**config.mk**
```make
export PLATFORM = sky130hd
export DESIGN_NAME = eefrs_top
export DESIGN_NICKNAME = d
export VERILOG_FILES = /design/src/eefrs_pkg.sv /design/src/eefrs_top.sv
export SDC_FILE = /design/constraint.sdc
export NUM_CORES = 1
export LEC_CHECK = 0
export BUFFER_PORTS_ARGS = -buffer_cell sky130_fd_sc_hd__buf_4
export CORE_MARGIN = 2
export CORE_UTILIZATION = 44
export CTS_CLUSTER_DIAMETER = 30
export DETAILED_ROUTE_END_ITERATION = 7
export PLACE_DENSITY = 0.86
export SYNTH_ARGS = -nofsm -noshare
export SYNTH_HDL_FRONTEND = slang
export SYNTH_SLANG_ARGS = --single-unit
```
**constraint.sdc**
```tcl
create_clock -name I_CORE_CLK -period 2.7 [get_ports I_CORE_CLK]
set_clock_uncertainty 0.05 [all_clocks]
set_input_delay 0.405 -clock I_CORE_CLK [delete_from_list [all_inputs] [get_ports I_CORE_CLK]]
set_output_delay 0.405 -clock I_CORE_CLK [all_outputs]
set_load 0.01 [all_outputs]
```
**src/eefrs_pkg.sv**
```systemverilog
// Purpose: Shared constants and types for the event five and fault reset block
// Assumes: APB slave with 32-bit data, one word per register
// Notes:   Offsets are byte addresses
package eefrs_pkg;

	localparam logic [11:0] OFF_CTRL     = 12'h000;
	localparam logic [11:0] OFF_STATUS   = 12'h004;
	localparam logic [11:0] OFF_IRQ_STAT = 12'h008;
	localparam logic [11:0] OFF_IRQ_MASK = 12'h00C;

	// Control word fields
	localparam int CTRL_EVSRC_LSB = 0;
	localparam int CTRL_EVSRC_W   = 3;
	localparam int CTRL_EVTYPE    = 4;
	localparam int CTRL_RSTSEL_LSB = 8;
	localparam int CTRL_RSTSEL_W   = 3;

	// Event source codes: 0 constant true (inactive), 1 constant false, 2..6 inputs
	localparam logic [2:0] EVSRC_TRUE  = 3'h0;
	localparam logic [2:0] EVSRC_FALSE = 3'h1;
	localparam logic [2:0] SEL_DI_BASE = 3'h2;
	localparam logic [2:0] SEL_DI_LAST = 3'h6;
	localparam logic [2:0] RSTSEL_RESET = 3'h0;
	localparam logic       EVTYPE_RESET = 1'b0;

	// Status and interrupt bits
	localparam int ST_FAULT   = 0;
	localparam int ST_WARNING = 1;
	localparam int ST_RESET   = 2;
	localparam int IRQ_W      = 3;

	typedef enum logic [0:0] {
		EEFRS_FAULT   = 1'b0,
		EEFRS_WARNING = 1'b1
	} eefrs_evtype_t;

	typedef struct packed {
		logic [2:0]    rst_sel;
		eefrs_evtype_t ev_type;
		logic [2:0]    ev_src;
	} eefrs_cfg_t;

	typedef struct packed {
		logic       remote_fb;
		logic       fb_reset;
		logic [4:0] di;
	} eefrs_in_t;

endpackage

```
**src/eefrs_top.sv**
```systemverilog
// Purpose: External event five source/type and external fault reset selection
// Assumes: Inputs synchronous to I_CORE_CLK; APB slave, one wait state
// Notes:   Trip is held until a valid reset edge arrives with the cause gone
// Overview of operation
// - Event five source selectable, default constant true keeps it inactive.
// - Event five type: 0 raises a fault, 1 a warning; default fault.
// - Fault reset only on rising edge of selected source; default unused.
// - Reset edge clears trip only when the causing condition has gone.
// - Reset codes 0,1 none; 2..6 pick delayed digital inputs bits 0..4.
// - Fieldbus reset accepted whenever remote control is fully on fieldbus.
`timescale 1ns/1ps
module eefrs_top #(
	parameter int NUM_DI = 5
) (
	input  wire logic        I_CORE_CLK,
	input  wire logic        I_RST_N,
	input  wire logic        I_PSEL,
	input  wire logic        I_PENABLE,
	input  wire logic        I_PWRITE,
	input  wire logic [11:0] I_PADDR,
	input  wire logic [31:0] I_PWDATA,
	input  wire logic [4:0]  I_DI_DELAYED,
	input  wire logic        I_FB_RESET,
	input  wire logic        I_REMOTE_FB,
	output logic      [31:0] O_PRDATA,
	output logic             O_PREADY,
	output logic             O_PSLVERR,
	output logic             O_FAULT,
	output logic             O_WARNING,
	output logic             O_IRQ
);

	// Selector codes map one to one onto five inputs
	if (NUM_DI != 5) begin : g_num_di_check
		$error("NUM_DI must be 5");
	end

	eefrs_pkg::eefrs_cfg_t cfg_q, cfg_d;
	eefrs_pkg::eefrs_in_t  in_now;
	logic [31:0]            prdata_q, prdata_d;
	logic                   pready_q, pready_d, pslverr_q, pslverr_d;
	logic [eefrs_pkg::IRQ_W-1:0] irq_stat_q, irq_stat_d, irq_mask_q, irq_mask_d;
	logic                   fault_q, fault_d, warn_q, warn_d, irq_q, irq_d;
	logic                   rst_src_q, fb_src_q;
	logic                   ev_src_val, ev_active, rst_src, rst_edge, fb_edge, reset_req;
	logic                   acc, wr, rd;

	assign in_now = '{remote_fb: I_REMOTE_FB, fb_reset: I_FB_RESET, di: I_DI_DELAYED};
	assign acc = I_PSEL && I_PENABLE && !pready_q;
	// Writes land at the edge where the master samples ready high
	assign wr  = I_PSEL && I_PENABLE && pready_q && I_PWRITE;
	assign rd  = acc && !I_PWRITE;

	// Event source decode; codes above the input range read as true
	always_comb begin
		ev_src_val = 1'b1;
		if (cfg_q.ev_src == eefrs_pkg::EVSRC_FALSE) begin
			ev_src_val = 1'b0;
		end else if (cfg_q.ev_src >= eefrs_pkg::SEL_DI_BASE &&
			cfg_q.ev_src <= eefrs_pkg::SEL_DI_LAST) begin
			ev_src_val = in_now.di[cfg_q.ev_src - eefrs_pkg::SEL_DI_BASE];
		end
		ev_active = !ev_src_val;
	end

	always_comb begin
		rst_src = 1'b0;
		if (cfg_q.rst_sel >= eefrs_pkg::SEL_DI_BASE &&
			cfg_q.rst_sel <= eefrs_pkg::SEL_DI_LAST) begin
			rst_src = in_now.di[cfg_q.rst_sel - eefrs_pkg::SEL_DI_BASE];
		end
		rst_edge  = rst_src && !rst_src_q;
		fb_edge   = in_now.remote_fb && in_now.fb_reset && !fb_src_q;
		reset_req = rst_edge || fb_edge;
	end

	// Trip logic: a reset edge is ignored while the cause stays present
	always_comb begin
		fault_d = fault_q;
		warn_d  = ev_active && cfg_q.ev_type == eefrs_pkg::EEFRS_WARNING;
		if (ev_active && cfg_q.ev_type == eefrs_pkg::EEFRS_FAULT) begin
			fault_d = 1'b1;
		end else if (reset_req) begin
			fault_d = 1'b0;
		end
	end

	always_comb begin
		cfg_d      = cfg_q;
		irq_mask_d = irq_mask_q;
		irq_stat_d = irq_stat_q;
		prdata_d   = '0;
		pslverr_d  = 1'b0;
		pready_d   = acc;
		// Unmapped offsets are refused in the first access cycle, either direction
		if (acc) begin
			case (I_PADDR)
				eefrs_pkg::OFF_CTRL, eefrs_pkg::OFF_STATUS,
				eefrs_pkg::OFF_IRQ_STAT, eefrs_pkg::OFF_IRQ_MASK: ;
				default: pslverr_d = 1'b1;
			endcase
		end
		if (wr) begin
			case (I_PADDR)
				eefrs_pkg::OFF_CTRL: begin
					cfg_d.ev_src  = I_PWDATA[eefrs_pkg::CTRL_EVSRC_LSB +: eefrs_pkg::CTRL_EVSRC_W];
					cfg_d.ev_type = eefrs_pkg::eefrs_evtype_t'(I_PWDATA[eefrs_pkg::CTRL_EVTYPE]);
					cfg_d.rst_sel = I_PWDATA[eefrs_pkg::CTRL_RSTSEL_LSB +: eefrs_pkg::CTRL_RSTSEL_W];
				end
				eefrs_pkg::OFF_IRQ_STAT: irq_stat_d = irq_stat_q & ~I_PWDATA[eefrs_pkg::IRQ_W-1:0];
				eefrs_pkg::OFF_IRQ_MASK: irq_mask_d = I_PWDATA[eefrs_pkg::IRQ_W-1:0];
				eefrs_pkg::OFF_STATUS: ;
				default: ;
			endcase
		end else if (rd) begin
			case (I_PADDR)
				eefrs_pkg::OFF_CTRL: begin
					prdata_d[eefrs_pkg::CTRL_EVSRC_LSB +: eefrs_pkg::CTRL_EVSRC_W] = cfg_q.ev_src;
					prdata_d[eefrs_pkg::CTRL_EVTYPE] = cfg_q.ev_type;
					prdata_d[eefrs_pkg::CTRL_RSTSEL_LSB +: eefrs_pkg::CTRL_RSTSEL_W] = cfg_q.rst_sel;
				end
				eefrs_pkg::OFF_STATUS: begin
					prdata_d[eefrs_pkg::ST_FAULT]   = fault_q;
					prdata_d[eefrs_pkg::ST_WARNING] = warn_q;
				end
				eefrs_pkg::OFF_IRQ_STAT: prdata_d[eefrs_pkg::IRQ_W-1:0] = irq_stat_q;
				eefrs_pkg::OFF_IRQ_MASK: prdata_d[eefrs_pkg::IRQ_W-1:0] = irq_mask_q;
				default: ;
			endcase
		end
		// Set after clear so a coincident event is kept
		if (fault_d && !fault_q) irq_stat_d[eefrs_pkg::ST_FAULT] = 1'b1;
		if (warn_d && !warn_q) irq_stat_d[eefrs_pkg::ST_WARNING] = 1'b1;
		if (fault_q && !fault_d) irq_stat_d[eefrs_pkg::ST_RESET] = 1'b1;
		irq_d = |(irq_stat_d & irq_mask_d);
	end

	always_ff @(posedge I_CORE_CLK or negedge I_RST_N) begin
		if (!I_RST_N) begin
			cfg_q      <= '{rst_sel: eefrs_pkg::RSTSEL_RESET,
				ev_type: eefrs_pkg::EEFRS_FAULT, ev_src: eefrs_pkg::EVSRC_TRUE};
			irq_stat_q <= '0;
			irq_mask_q <= '0;
			prdata_q   <= 32'h0000_0000;
			pready_q   <= 1'b0;
			pslverr_q  <= 1'b0;
			fault_q    <= 1'b0;
			warn_q     <= 1'b0;
			irq_q      <= 1'b0;
			rst_src_q  <= 1'b0;
			fb_src_q   <= 1'b0;
		end else begin
			cfg_q      <= cfg_d;
			irq_stat_q <= irq_stat_d;
			irq_mask_q <= irq_mask_d;
			prdata_q   <= prdata_d;
			pready_q   <= pready_d;
			pslverr_q  <= pslverr_d;
			fault_q    <= fault_d;
			warn_q     <= warn_d;
			irq_q      <= irq_d;
			rst_src_q  <= rst_src;
			fb_src_q   <= in_now.remote_fb && in_now.fb_reset;
		end
	end

	assign O_PRDATA  = prdata_q;
	assign O_PREADY  = pready_q;
	assign O_PSLVERR = pslverr_q;
	assign O_FAULT   = fault_q;
	assign O_WARNING = warn_q;
	assign O_IRQ     = irq_q;

	// Event, trip and reset behaviour
	a_fault_trip: assert property (@(posedge I_CORE_CLK) disable iff (!I_RST_N)
		(ev_active && cfg_q.ev_type == eefrs_pkg::EEFRS_FAULT) |=> O_FAULT)
		else $error("fault not tripped");

	a_warn_only: assert property (@(posedge I_CORE_CLK) disable iff (!I_RST_N)
		(ev_active && cfg_q.ev_type == eefrs_pkg::EEFRS_WARNING) |=> O_WARNING)
		else $error("warning not raised");

	a_default_quiet: assert property (@(posedge I_CORE_CLK) disable iff (!I_RST_N)
		(cfg_q.ev_src == eefrs_pkg::EVSRC_TRUE) |-> !ev_active)
		else $error("inactive source asserted");

	a_level_noreset: assert property (@(posedge I_CORE_CLK) disable iff (!I_RST_N)
		(O_FAULT && !reset_req) |=> O_FAULT)
		else $error("fault cleared without edge");

	a_cause_holds: assert property (@(posedge I_CORE_CLK) disable iff (!I_RST_N)
		(ev_active && cfg_q.ev_type == eefrs_pkg::EEFRS_FAULT && reset_req) |=> O_FAULT)
		else $error("trip cleared with cause present");

	a_edge_clears: assert property (@(posedge I_CORE_CLK) disable iff (!I_RST_N)
		(O_FAULT && rst_edge && !ev_active) |=> !O_FAULT)
		else $error("reset edge ignored");

	a_sel_none: assert property (@(posedge I_CORE_CLK) disable iff (!I_RST_N)
		(cfg_q.rst_sel < eefrs_pkg::SEL_DI_BASE) |-> !rst_edge)
		else $error("unused selector reset");

	a_fb_reset: assert property (@(posedge I_CORE_CLK) disable iff (!I_RST_N)
		(O_FAULT && !ev_active && I_REMOTE_FB && I_FB_RESET && !$past(I_FB_RESET))
		|=> !O_FAULT)
		else $error("fieldbus reset ignored");

	a_false_src: assert property (@(posedge I_CORE_CLK) disable iff (!I_RST_N)
		(cfg_q.ev_src == eefrs_pkg::EVSRC_FALSE) |-> ev_active)
		else $error("false source not active");

	a_di_src: assert property (@(posedge I_CORE_CLK) disable iff (!I_RST_N)
		(cfg_q.ev_src >= eefrs_pkg::SEL_DI_BASE && cfg_q.ev_src <= eefrs_pkg::SEL_DI_LAST)
		|-> (ev_active == !I_DI_DELAYED[cfg_q.ev_src - eefrs_pkg::SEL_DI_BASE]))
		else $error("input source misread");

	a_warn_no_fault: assert property (@(posedge I_CORE_CLK) disable iff (!I_RST_N)
		(ev_active && cfg_q.ev_type == eefrs_pkg::EEFRS_WARNING && !O_FAULT) |=> !O_FAULT)
		else $error("warning type tripped fault");

	a_warn_drop: assert property (@(posedge I_CORE_CLK) disable iff (!I_RST_N)
		!ev_active |=> !O_WARNING)
		else $error("warning without event");

	a_fault_no_warn: assert property (@(posedge I_CORE_CLK) disable iff (!I_RST_N)
		(ev_active && cfg_q.ev_type == eefrs_pkg::EEFRS_FAULT) |=> !O_WARNING)
		else $error("fault type raised warning");

	a_no_edge_low: assert property (@(posedge I_CORE_CLK) disable iff (!I_RST_N)
		!rst_src |-> !rst_edge)
		else $error("reset edge on low source");

	a_no_fb_local: assert property (@(posedge I_CORE_CLK) disable iff (!I_RST_N)
		!I_REMOTE_FB |-> !fb_edge)
		else $error("fieldbus reset outside remote");

	a_fb_level: assert property (@(posedge I_CORE_CLK) disable iff (!I_RST_N)
		fb_src_q |-> !fb_edge)
		else $error("fieldbus level gave reset");

	a_code7_none: assert property (@(posedge I_CORE_CLK) disable iff (!I_RST_N)
		(cfg_q.rst_sel == 3'h7) |-> !rst_edge)
		else $error("code seven gave reset");

	a_no_spurious: assert property (@(posedge I_CORE_CLK) disable iff (!I_RST_N)
		(!O_FAULT && !(ev_active && cfg_q.ev_type == eefrs_pkg::EEFRS_FAULT)) |=> !O_FAULT)
		else $error("fault without cause");

	a_clear_needs_req: assert property (@(posedge I_CORE_CLK) disable iff (!I_RST_N)
		(O_FAULT ##1 !O_FAULT) |-> $past(reset_req))
		else $error("fault cleared without request");

	a_trip_from_cause: assert property (@(posedge I_CORE_CLK) disable iff (!I_RST_N)
		(!O_FAULT ##1 O_FAULT) |-> $past(ev_active))
		else $error("trip without active event");

	a_warn_src_false: assert property (@(posedge I_CORE_CLK) disable iff (!I_RST_N)
		(cfg_q.ev_src == eefrs_pkg::EVSRC_FALSE && cfg_q.ev_type == eefrs_pkg::EEFRS_WARNING)
		|=> O_WARNING)
		else $error("false source gave no warning");

	// Register bus and interrupt behaviour
	a_pready_pulse: assert property (@(posedge I_CORE_CLK) disable iff (!I_RST_N)
		O_PREADY |=> !O_PREADY)
		else $error("ready longer than one cycle");

	a_ready_after_acc: assert property (@(posedge I_CORE_CLK) disable iff (!I_RST_N)
		(I_PSEL && I_PENABLE && !O_PREADY) |=> O_PREADY)
		else $error("ready missing after access");

	a_no_ready_idle: assert property (@(posedge I_CORE_CLK) disable iff (!I_RST_N)
		!I_PSEL |=> !O_PREADY)
		else $error("ready without select");

	a_err_with_ready: assert property (@(posedge I_CORE_CLK) disable iff (!I_RST_N)
		O_PSLVERR |-> O_PREADY)
		else $error("error without ready");

	a_rdata_idle: assert property (@(posedge I_CORE_CLK) disable iff (!I_RST_N)
		!O_PREADY |-> (O_PRDATA == 32'h0000_0000))
		else $error("read data outside answer");

	a_err_no_data: assert property (@(posedge I_CORE_CLK) disable iff (!I_RST_N)
		O_PSLVERR |-> (O_PRDATA == 32'h0000_0000))
		else $error("data with error");

	a_no_write_early: assert property (@(posedge I_CORE_CLK) disable iff (!I_RST_N)
		(I_PSEL && I_PENABLE && !O_PREADY) |=> $stable(cfg_q))
		else $error("write before ready");

	a_cfg_hold: assert property (@(posedge I_CORE_CLK) disable iff (!I_RST_N)
		!wr |=> $stable(cfg_q))
		else $error("config changed without write");

	a_mask_hold: assert property (@(posedge I_CORE_CLK) disable iff (!I_RST_N)
		!wr |=> $stable(irq_mask_q))
		else $error("mask changed without write");

	a_irq_level: assert property (@(posedge I_CORE_CLK) disable iff (!I_RST_N)
		(|(irq_stat_q & irq_mask_q)) |-> O_IRQ)
		else $error("interrupt missing");

	a_stat_fault_set: assert property (@(posedge I_CORE_CLK) disable iff (!I_RST_N)
		(!O_FAULT ##1 O_FAULT) |-> irq_stat_q[eefrs_pkg::ST_FAULT])
		else $error("fault status not set");

	a_stat_warn_set: assert property (@(posedge I_CORE_CLK) disable iff (!I_RST_N)
		(!O_WARNING ##1 O_WARNING) |-> irq_stat_q[eefrs_pkg::ST_WARNING])
		else $error("warning status not set");

	a_stat_reset_set: assert property (@(posedge I_CORE_CLK) disable iff (!I_RST_N)
		(O_FAULT ##1 !O_FAULT) |-> irq_stat_q[eefrs_pkg::ST_RESET])
		else $error("reset status not set");

	a_stat_sticky: assert property (@(posedge I_CORE_CLK) disable iff (!I_RST_N)
		(irq_stat_q[eefrs_pkg::ST_FAULT] && !(wr && I_PADDR == eefrs_pkg::OFF_IRQ_STAT
		&& I_PWDATA[eefrs_pkg::ST_FAULT])) |=> irq_stat_q[eefrs_pkg::ST_FAULT])
		else $error("fault status lost");

endmodule

```
==> results of run 1 <==
## sequential cells by signal (all words and copies together) (netlist names)
register / cells
O_FAULT: 1
fb_src_q: 1
irq_stat_q: 3
O_PRDATA: 7
rst_src_q: 1
O_PSLVERR: 1
O_WARNING: 1
cfg_q: 7
O_PREADY: 1
irq_mask_q: 3
O_IRQ: 1
## metrics by stage
| stage | hold WS (ps) | instance area (sq um) | util | worst slack (ps) |
|---|---|---|---|---|
| CTS | 227 | 1900 | 0.555 | 332 |
| detailed placement | 286 | 1860 | 0.544 | 364 |
| global route | 220 | 1900 | 0.555 | 90.3 |
| finish | 234 | 1900 | 0.555 | 291 |
| global placement | 283 | 1860 | 0.544 | 369 |
| floorplan | 59.4 | 1690 | - | 573 |
## synthesized netlist by cell type (2+ instances only)
master | count | area share
nand2b_1 | 2 | 0.0078
nor3_1 | 2 | 0.0062
nand3_1 | 4 | 0.012
nand2_1 | 3 | 0.0070
clkbuf_1 | 2 | 0.0047
ha_1 | 5 | 0.039
a31oi_1 | 2 | 0.0078
nor4_4 | 2 | 0.027
nor2_1 | 4 | 0.0094
mux2_2 | 10 | 0.070
inv_1 | 9 | 0.021
mux4_2 | 2 | 0.028
nor2b_1 | 2 | 0.0078
and2_1 | 4 | 0.016
dfrtp_1 | 27 | 0.42
nor4_1 | 2 | 0.0078
o21ai_0 | 3 | 0.0094
buf_4 | 27 | 0.13
## report_power, final
part	internal (uW)	switching, uW
Combinational	43.1	51.1
Clock	56.8	126
Sequential	410	2.89
## worst min-delay path by stage
| stage | startpoint | to | slack (ps) | depth (start not counted) |
|---|---|---|---|---|
| 2_1_floorplan | I_RST_N | O_FAULT$_DFF_PN0_ | 60 | 0 |
| 3_3_place_gp | I_RST_N | O_IRQ$_DFF_PN0_ | 280 | 1 |
| 3_5_place_dp | I_RST_N | irq_mask_q[1]$_DFF_PN0_ | 290 | 1 |
| 4_1_cts | I_PWDATA[4] | cfg_q[3]$_DFFE_PN0P_ | 230 | 2 |
| 5_1_grt | I_PWDATA[8] | cfg_q[4]$_DFFE_PN0P_ | 220 | 2 |
| 6_report | I_PWDATA[4] | cfg_q[3]$_DFFE_PN0P_ | 230 | 2 |
## area by class of cell
class,count,area [sq um],area share
flip-flops and latches,27,676,0.356
clock buffers,3,22.5,0.0119
repair buffers,43,325,0.172
well taps,46,57.6,0.0303
clock inverters,1,7.51,0.00396
inverters,9,33.8,0.0178
multi-input cells,99,774,0.408
## repair_timing
action                                  CTS  global route
hold buffers                              1             0
gates resized for setup                   0             0
endpoints found under the setup margin    0             0
hold endpoints to repair                 27             0
## kinds of logic (layout without fill, tap and decap cells)
kind of cell | count (synthesis) | in the layout | share of synthesized area
AO/OA/AOI/OAI | 15 | 15 | 0.0725
adder cells (fa/ha/maj) | 5 | 5 | 0.0390
buffers and inverters | 38 | 56 | 0.152
flip-flops | 27 | 27 | 0.421
multiplexers | 16 | 16 | 0.137
other | 1 | 25 | 0.00234
AND/OR/NAND/NOR | 38 | 38 | 0.176
## per-layer routing
layer	share of wire	track usage
met3	0.051	0.0264
met1	0.43	0.194
met5	0	0
met4	0.019	0.0691
met2	0.49	0.241
==> run_results.csv, run 1 <==
group,metric,value,unit
route,routed_wl,2.86,mm
critical_path,endpoint_kind,"register",
grt,antenna_found_initial,0,
placement,gp_congestion,0.790,
timing,timing.final.crit_period,2410,ps
synth,ys_warn_count,0,
grt,grt_pass1_vias,1020,
clock_network,post_cts_buffers,0,
power,powerDensity,363,nW/um^2
route,dr.pass1.iters,4,
synth,synth_seq_area_share,0.421,
synth,async_flop_share,1.00,
timing,fmax,415,MHz
route,ant_nets,0,
finish,synthToLayoutAreaGrowth,18.3,%
placement,hpwl,2.25,mm
critical_path,max_stage_delay,510,ps
run,drv_cap,0,
grt,grt_pass1_wl,4.73,mm
finish,stdcell_count,228,
min_path,min_path_type,"in -> reg",
critical_path,timing.critical_path.from,"cfg_q[1]$_DFFE_PN0P_",
finish,n_fill_cell,309,
power,power,689,uW
synth,synthFlopType,"dfrtp_1",
timing,slew_violations,0,
route,vias_per_cell,4.82,
grt,grt-ovfl-total,0,
grt,grt_max_degree,28,
finish,drive_gt1_frac,0.390,
clock_network,clkTransAtPathRegs,150,ps
finish,final_common_cell,"buf_4",
critical_path,r2r_start,"cfg_q[1]$_DFFE_PN0P_",
placement,dp.cells,223,
floorplanning,dieHeight,64.4,um
critical_path,path_cells,"inv_1 > ha_1 > and4bb_1 > a211oi_1 > a31oi_2 > nor2b_2 > a22o_1 > a221o_1",
critical_path,path_delay_family,"compound AO/OA/AOI/OAI gates",
timing,tns,0,ps
critical_path,slowest_stage,"dfrtp_1",
clock_network,worstSkewPairLatency,330,ps
synth,synth-seq-cells,27,
critical_path,required,2880,ps
critical_path,crit_fanout,7,
finish,n_antenna_cell,0,
floorplanning,core_area,3420,sq um
critical_path,critPathBufInv,1,
power,static-leakage-power,0.000925,uW
clock_network,cts_buffers,3,
critical_path,reg2reg_to,"O_IRQ$_DFF_PN0_",
critical_path,endpoint,"O_IRQ$_DFF_PN0_",
clock_network,clock-root-buffer,"clkbuf_4",
floorplanning,pin_count,93,
route,drc,0,
synth,syn_area_per_cell,11.5,sq um
route,drt-initial-drc-count,45,
route,vias,1098,
critical_path,start_kind,"register",
synth,syn-cell-area,1600,sq um
critical_path,cp.arrival,2590,ps
critical_path,cp_num_cells,8,
power,peakVddDrop,0.000160,V
finish,most-common-layout-cells,"42 x buf_4, 27 x dfrtp_1, 25 x conb_1, 10 x mux2_2, 9 x inv_1",
critical_path,worstRegToRegCells,8,
timing,setup_violations,0,
clock_network,clock-sinks,27,
floorplanning,die_x,64.4,um
floorplanning,rows,21,
grt,grtUsageTotal,0.149,
synth,synth_cell_types,46,
floorplanning,die-area,4140,sq um
status,status,"finished, final reports clean",
critical_path,ff2ff_setup_slack,290,ps
finish,nets,244,
critical_path,path_class,"reg -> reg",
synth,synth_edf_count,0,
timing,min_period_over_period,0.892,
synth,syn_inst,140,
clock_network,cts_max_path_buffers,2,
clock_network,cts_tree,"built",
route,wl_per_cell,12.5,um
placement,io_buffers,42,
timing,hold_viol,0,
timing,rsz0062_at_grt,"no",
floorplanning,initial_core_util,0.470,
clock_network,htree_levels,1,
Note: power is estimated with default switching activity, not from simulation.
==> inputs of run 2 (changes only) <==
ABC_AREA = 1   (was unset)
CAP_MARGIN = 20   (was unset)
CORE_UTILIZATION = 48   (was 44)
PLACE_DENSITY = 0.92   (was 0.86)
clock period = 2.9 ns   (was 2.7 ns; I/O delays follow)
==> run 2 against run 1 <==
  * Final cell count is 33% higher
  * Non-clock buffer count stayed put
  * Core utilization is 3.0 points higher
  * Register-to-register slack better by 740 ps
  * Combinational power is 4.0% lower
  * Global-route usage is 1.5 points higher
  * Critical path type unchanged
  * Largest cell class unchanged
==> run_results.csv, run 2 <==
group,metric,value,unit
status,status,"finished, final reports clean",
synth,synthFlopType,"dfrtp_1",
timing,relSlewSlack,0.585,
power,peakVddDrop,0.000179,V
synth,syn_area_per_cell,7.84,sq um
synth,synth_top_area_frac,0.404,
grt,grt_pass1_wl,5.33,mm
grt,grt-busiest-layer,"met2",
critical_path,slowest_stage,"dfrtp_1",
route,ant_nets,0,
timing,tns,0,ps
critical_path,max_stage_delay,450,ps
synth,ys_warn_count,0,
grt,grt-ovfl-total,0,
finish,stdcell_area,1950,sq um
clock_network,htree_levels,1,
grt,grt_pass1_vias,1296,
clock_network,post_cts_buffers,0,
clock_network,worstSkewPairLatency,340,ps
critical_path,endpoint_kind,"register",
synth,yosysTopAreaCell,"dfrtp_1",
critical_path,cp_common_cell,"nand2_1",
critical_path,crit_fanout,5,
timing,rsz0062_at_grt,"no",
floorplanning,rows,21,
finish,n_antenna_cell,0,
route,wl_per_cell,10.5,um
route,vias_per_cell,4.64,
run,drv_cap,0,
grt,antenna_found_initial,0,
timing,hold_viol,0,
synth,synth.most_common_cell,"nand2_1",
critical_path,required,3080,ps
critical_path,start_kind,"register",
synth,syn_inst,213,
synth,muxShareOfSynthArea,0,
route,drc,0,
synth,synth_cell_types,23,
min_path,min_path_type,"in -> reg",
finish,n_fill_cell,323,
timing,slew_violations,0,
route,vias,1405,
synth,yosys.area_share.adder,0.0375,
power,static-leakage-power,0.00109,uW
synth,synth_edf_count,0,
synth,async_flop_share,1.00,
critical_path,path_class,"reg -> reg",
floorplanning,die-area,3970,sq um
synth,yosys-top-cells-count,"50 x nand2_1, 33 x inv_1, 27 x dfrtp_1",
clock_network,holdBufCountCts,1,
route,routed_wl,3.19,mm
synth,synth-seq-cells,27,
placement,io_buffers,42,
synth,synth-compound-area-share,0.0809,
placement,placed_area,1910,sq um
floorplanning,die_x,63.0,um
synth,synth_top_family_by_area,"simple AND/OR/NAND/NOR gates",
grt,grt_use_met3,0.0234,
grt,grtUsageTotal,0.164,
synth,syn-cell-area,1670,sq um
synth,synth_seq_area_share,0.404,
timing,setup_violations,0,
finish,drive_gt1_frac,0.230,
grt,grtUsageMet1,0.206,
critical_path,path_cells,"inv_1 > ha_1 > nor2_1 > nand2_1 > nand2_1 > nor2_1 > nand2_1 > nand2_1 > nand2_1 > nand3_1 > nand2_1 > nand2_1 > nand3_1",
timing,fmax,534,MHz
grt,grt_util_met2,0.293,
power,powerDensity,333,nW/um^2
finish,synthToLayoutAreaGrowth,17.0,%
clock_network,clock-sinks,27,
placement,gp_congestion,0.835,
finish,final_common_cell,"nand2_1",
clock_network,clock-root-buffer,"clkbuf_4",
clock_network,clkTransAtPathRegs,160,ps
timing,timing.final.crit_period,1870,ps
grt,grt_max_degree,28,
clock_network,cts_max_path_buffers,2,
floorplanning,core_area,3340,sq um
synth,synth_xor_area_frac,0,
critical_path,critPathBufInv,1,
floorplanning,dieHeight,63.0,um
route,dr.pass1.iters,4,
route,drt-initial-drc-count,45,
finish,most-common-layout-cells,"50 x nand2_1, 42 x buf_4, 33 x inv_1, 27 x dfrtp_1, 25 x conb_1",
clock_network,cts_resized,0,
critical_path,cp.arrival,2060,ps
floorplanning,pin_count,93,
floorplanning,initial_core_util,0.501,
clock_network,cts_tree,"built",
synth,synthSimpleGateAreaFrac,0.270,
critical_path,ff2ff_setup_slack,1030,ps
clock_network,cts_buffers,3,
synth,synthTopCellsByArea,"dfrtp_1 40%, buf_4 11%, nand2_1 11%, inv_1 7.4%, nand3_1 4.5%",
finish,nets,319,
timing,worstMarginPinSlew,623,ps
timing,min_period_over_period,0.646,
critical_path,path_delay_family,"simple AND/OR/NAND/NOR gates",
placement,hpwl,2.54,mm
run 2: cell types whose count changed in the layout (fill, tap and decap cells not counted), sizes merged, moves of 4 or more:
| cell | delta |
|---|---|
| nand2 | +47 |
| inv | +24 |
| nor2 | +17 |
| mux2 | -12 |
| nand3 | +10 |
| a21oi | +7 |
| o21ai | +6 |
| nand4 | +5 |
| and2 | -4 |
| nor4 | -4 |
run 2: stage by stage:
stage,utilization,power (uW),instances,hold slack (ps),worst slack (ps)
floorplan,-,457,237,89.4,1220
global placement,0.574,484,298,311,909
detailed placement,0.574,485,298,315,868
CTS,0.586,652,303,233,1050
global route,0.586,677,303,259,884
finish,0.586,650,303,226,1030
run 2: where the power goes:
group	switching (uW)	internal [uW]
combinational	50.4	40.0
sequential	3.50	385
clock	118	53.0
run 2: final timing paths:
kind / start / depth (start not counted) / to
max in group asynchronous: I_RST_N / 2 / irq_stat_q[1]$_DFF_PN0_
setup reg to reg: cfg_q[1]$_DFFE_PN0P_ / 13 / O_IRQ$_DFF_PN0_
hold / removal: I_FB_RESET / 3 / fb_src_q$_DFF_PN0_
min in group asynchronous: I_RST_N / 2 / fb_src_q$_DFF_PN0_
hold reg to reg: O_PREADY$_DFF_PN0_ / 1 / O_PREADY$_DFF_PN0_
setup / recovery: cfg_q[1]$_DFFE_PN0P_ / 13 / O_IRQ$_DFF_PN0_
run 2: routing by layer:
| metal | up-vias | wire length [um] | part of all wire |
|---|---|---|---|
| met1 | 657 | 1370 | 0.43 |
| met3 | 4 | 170 | 0.053 |
| met4 | 0 | 27 | 0.0085 |
| li1 | 704 | - | - |
| met2 | 40 | 1620 | 0.51 |
| met5 | - | 0 | 0 |
run 2: cell type report:
class	instances	area, sq um	area share
clock inverters	1	7.51	0.00384
inverters	33	124	0.0634
flip-flops and latches	27	676	0.346
clock buffers	3	22.5	0.0115
well taps	46	57.6	0.0294
repair buffers	43	325	0.166
multi-input cells	150	742	0.380
run 2: kinds of logic after synthesis:
| logic type | count (synthesis) |
|---|---|
| AND/OR/NAND/NOR | 99 |
| flip-flops | 27 |
| AO/OA/AOI/OAI | 21 |
| other | 1 |
| buffers and inverters | 60 |
| adder cells (fa/ha/maj) | 5 |
run 2: worst reg2reg max path, stage by stage, from the launching register on:
cell and delay, ps:
dfrtp_1 450, inv_1 120, ha_1 320, nor2_1 50
nand2_1 50, nand2_1 50, nor2_1 110, nand2_1 100
nand2_1 110, nand2_1 80, nand3_1 90, nand2_1 80
nand2_1 60, nand3_1 60
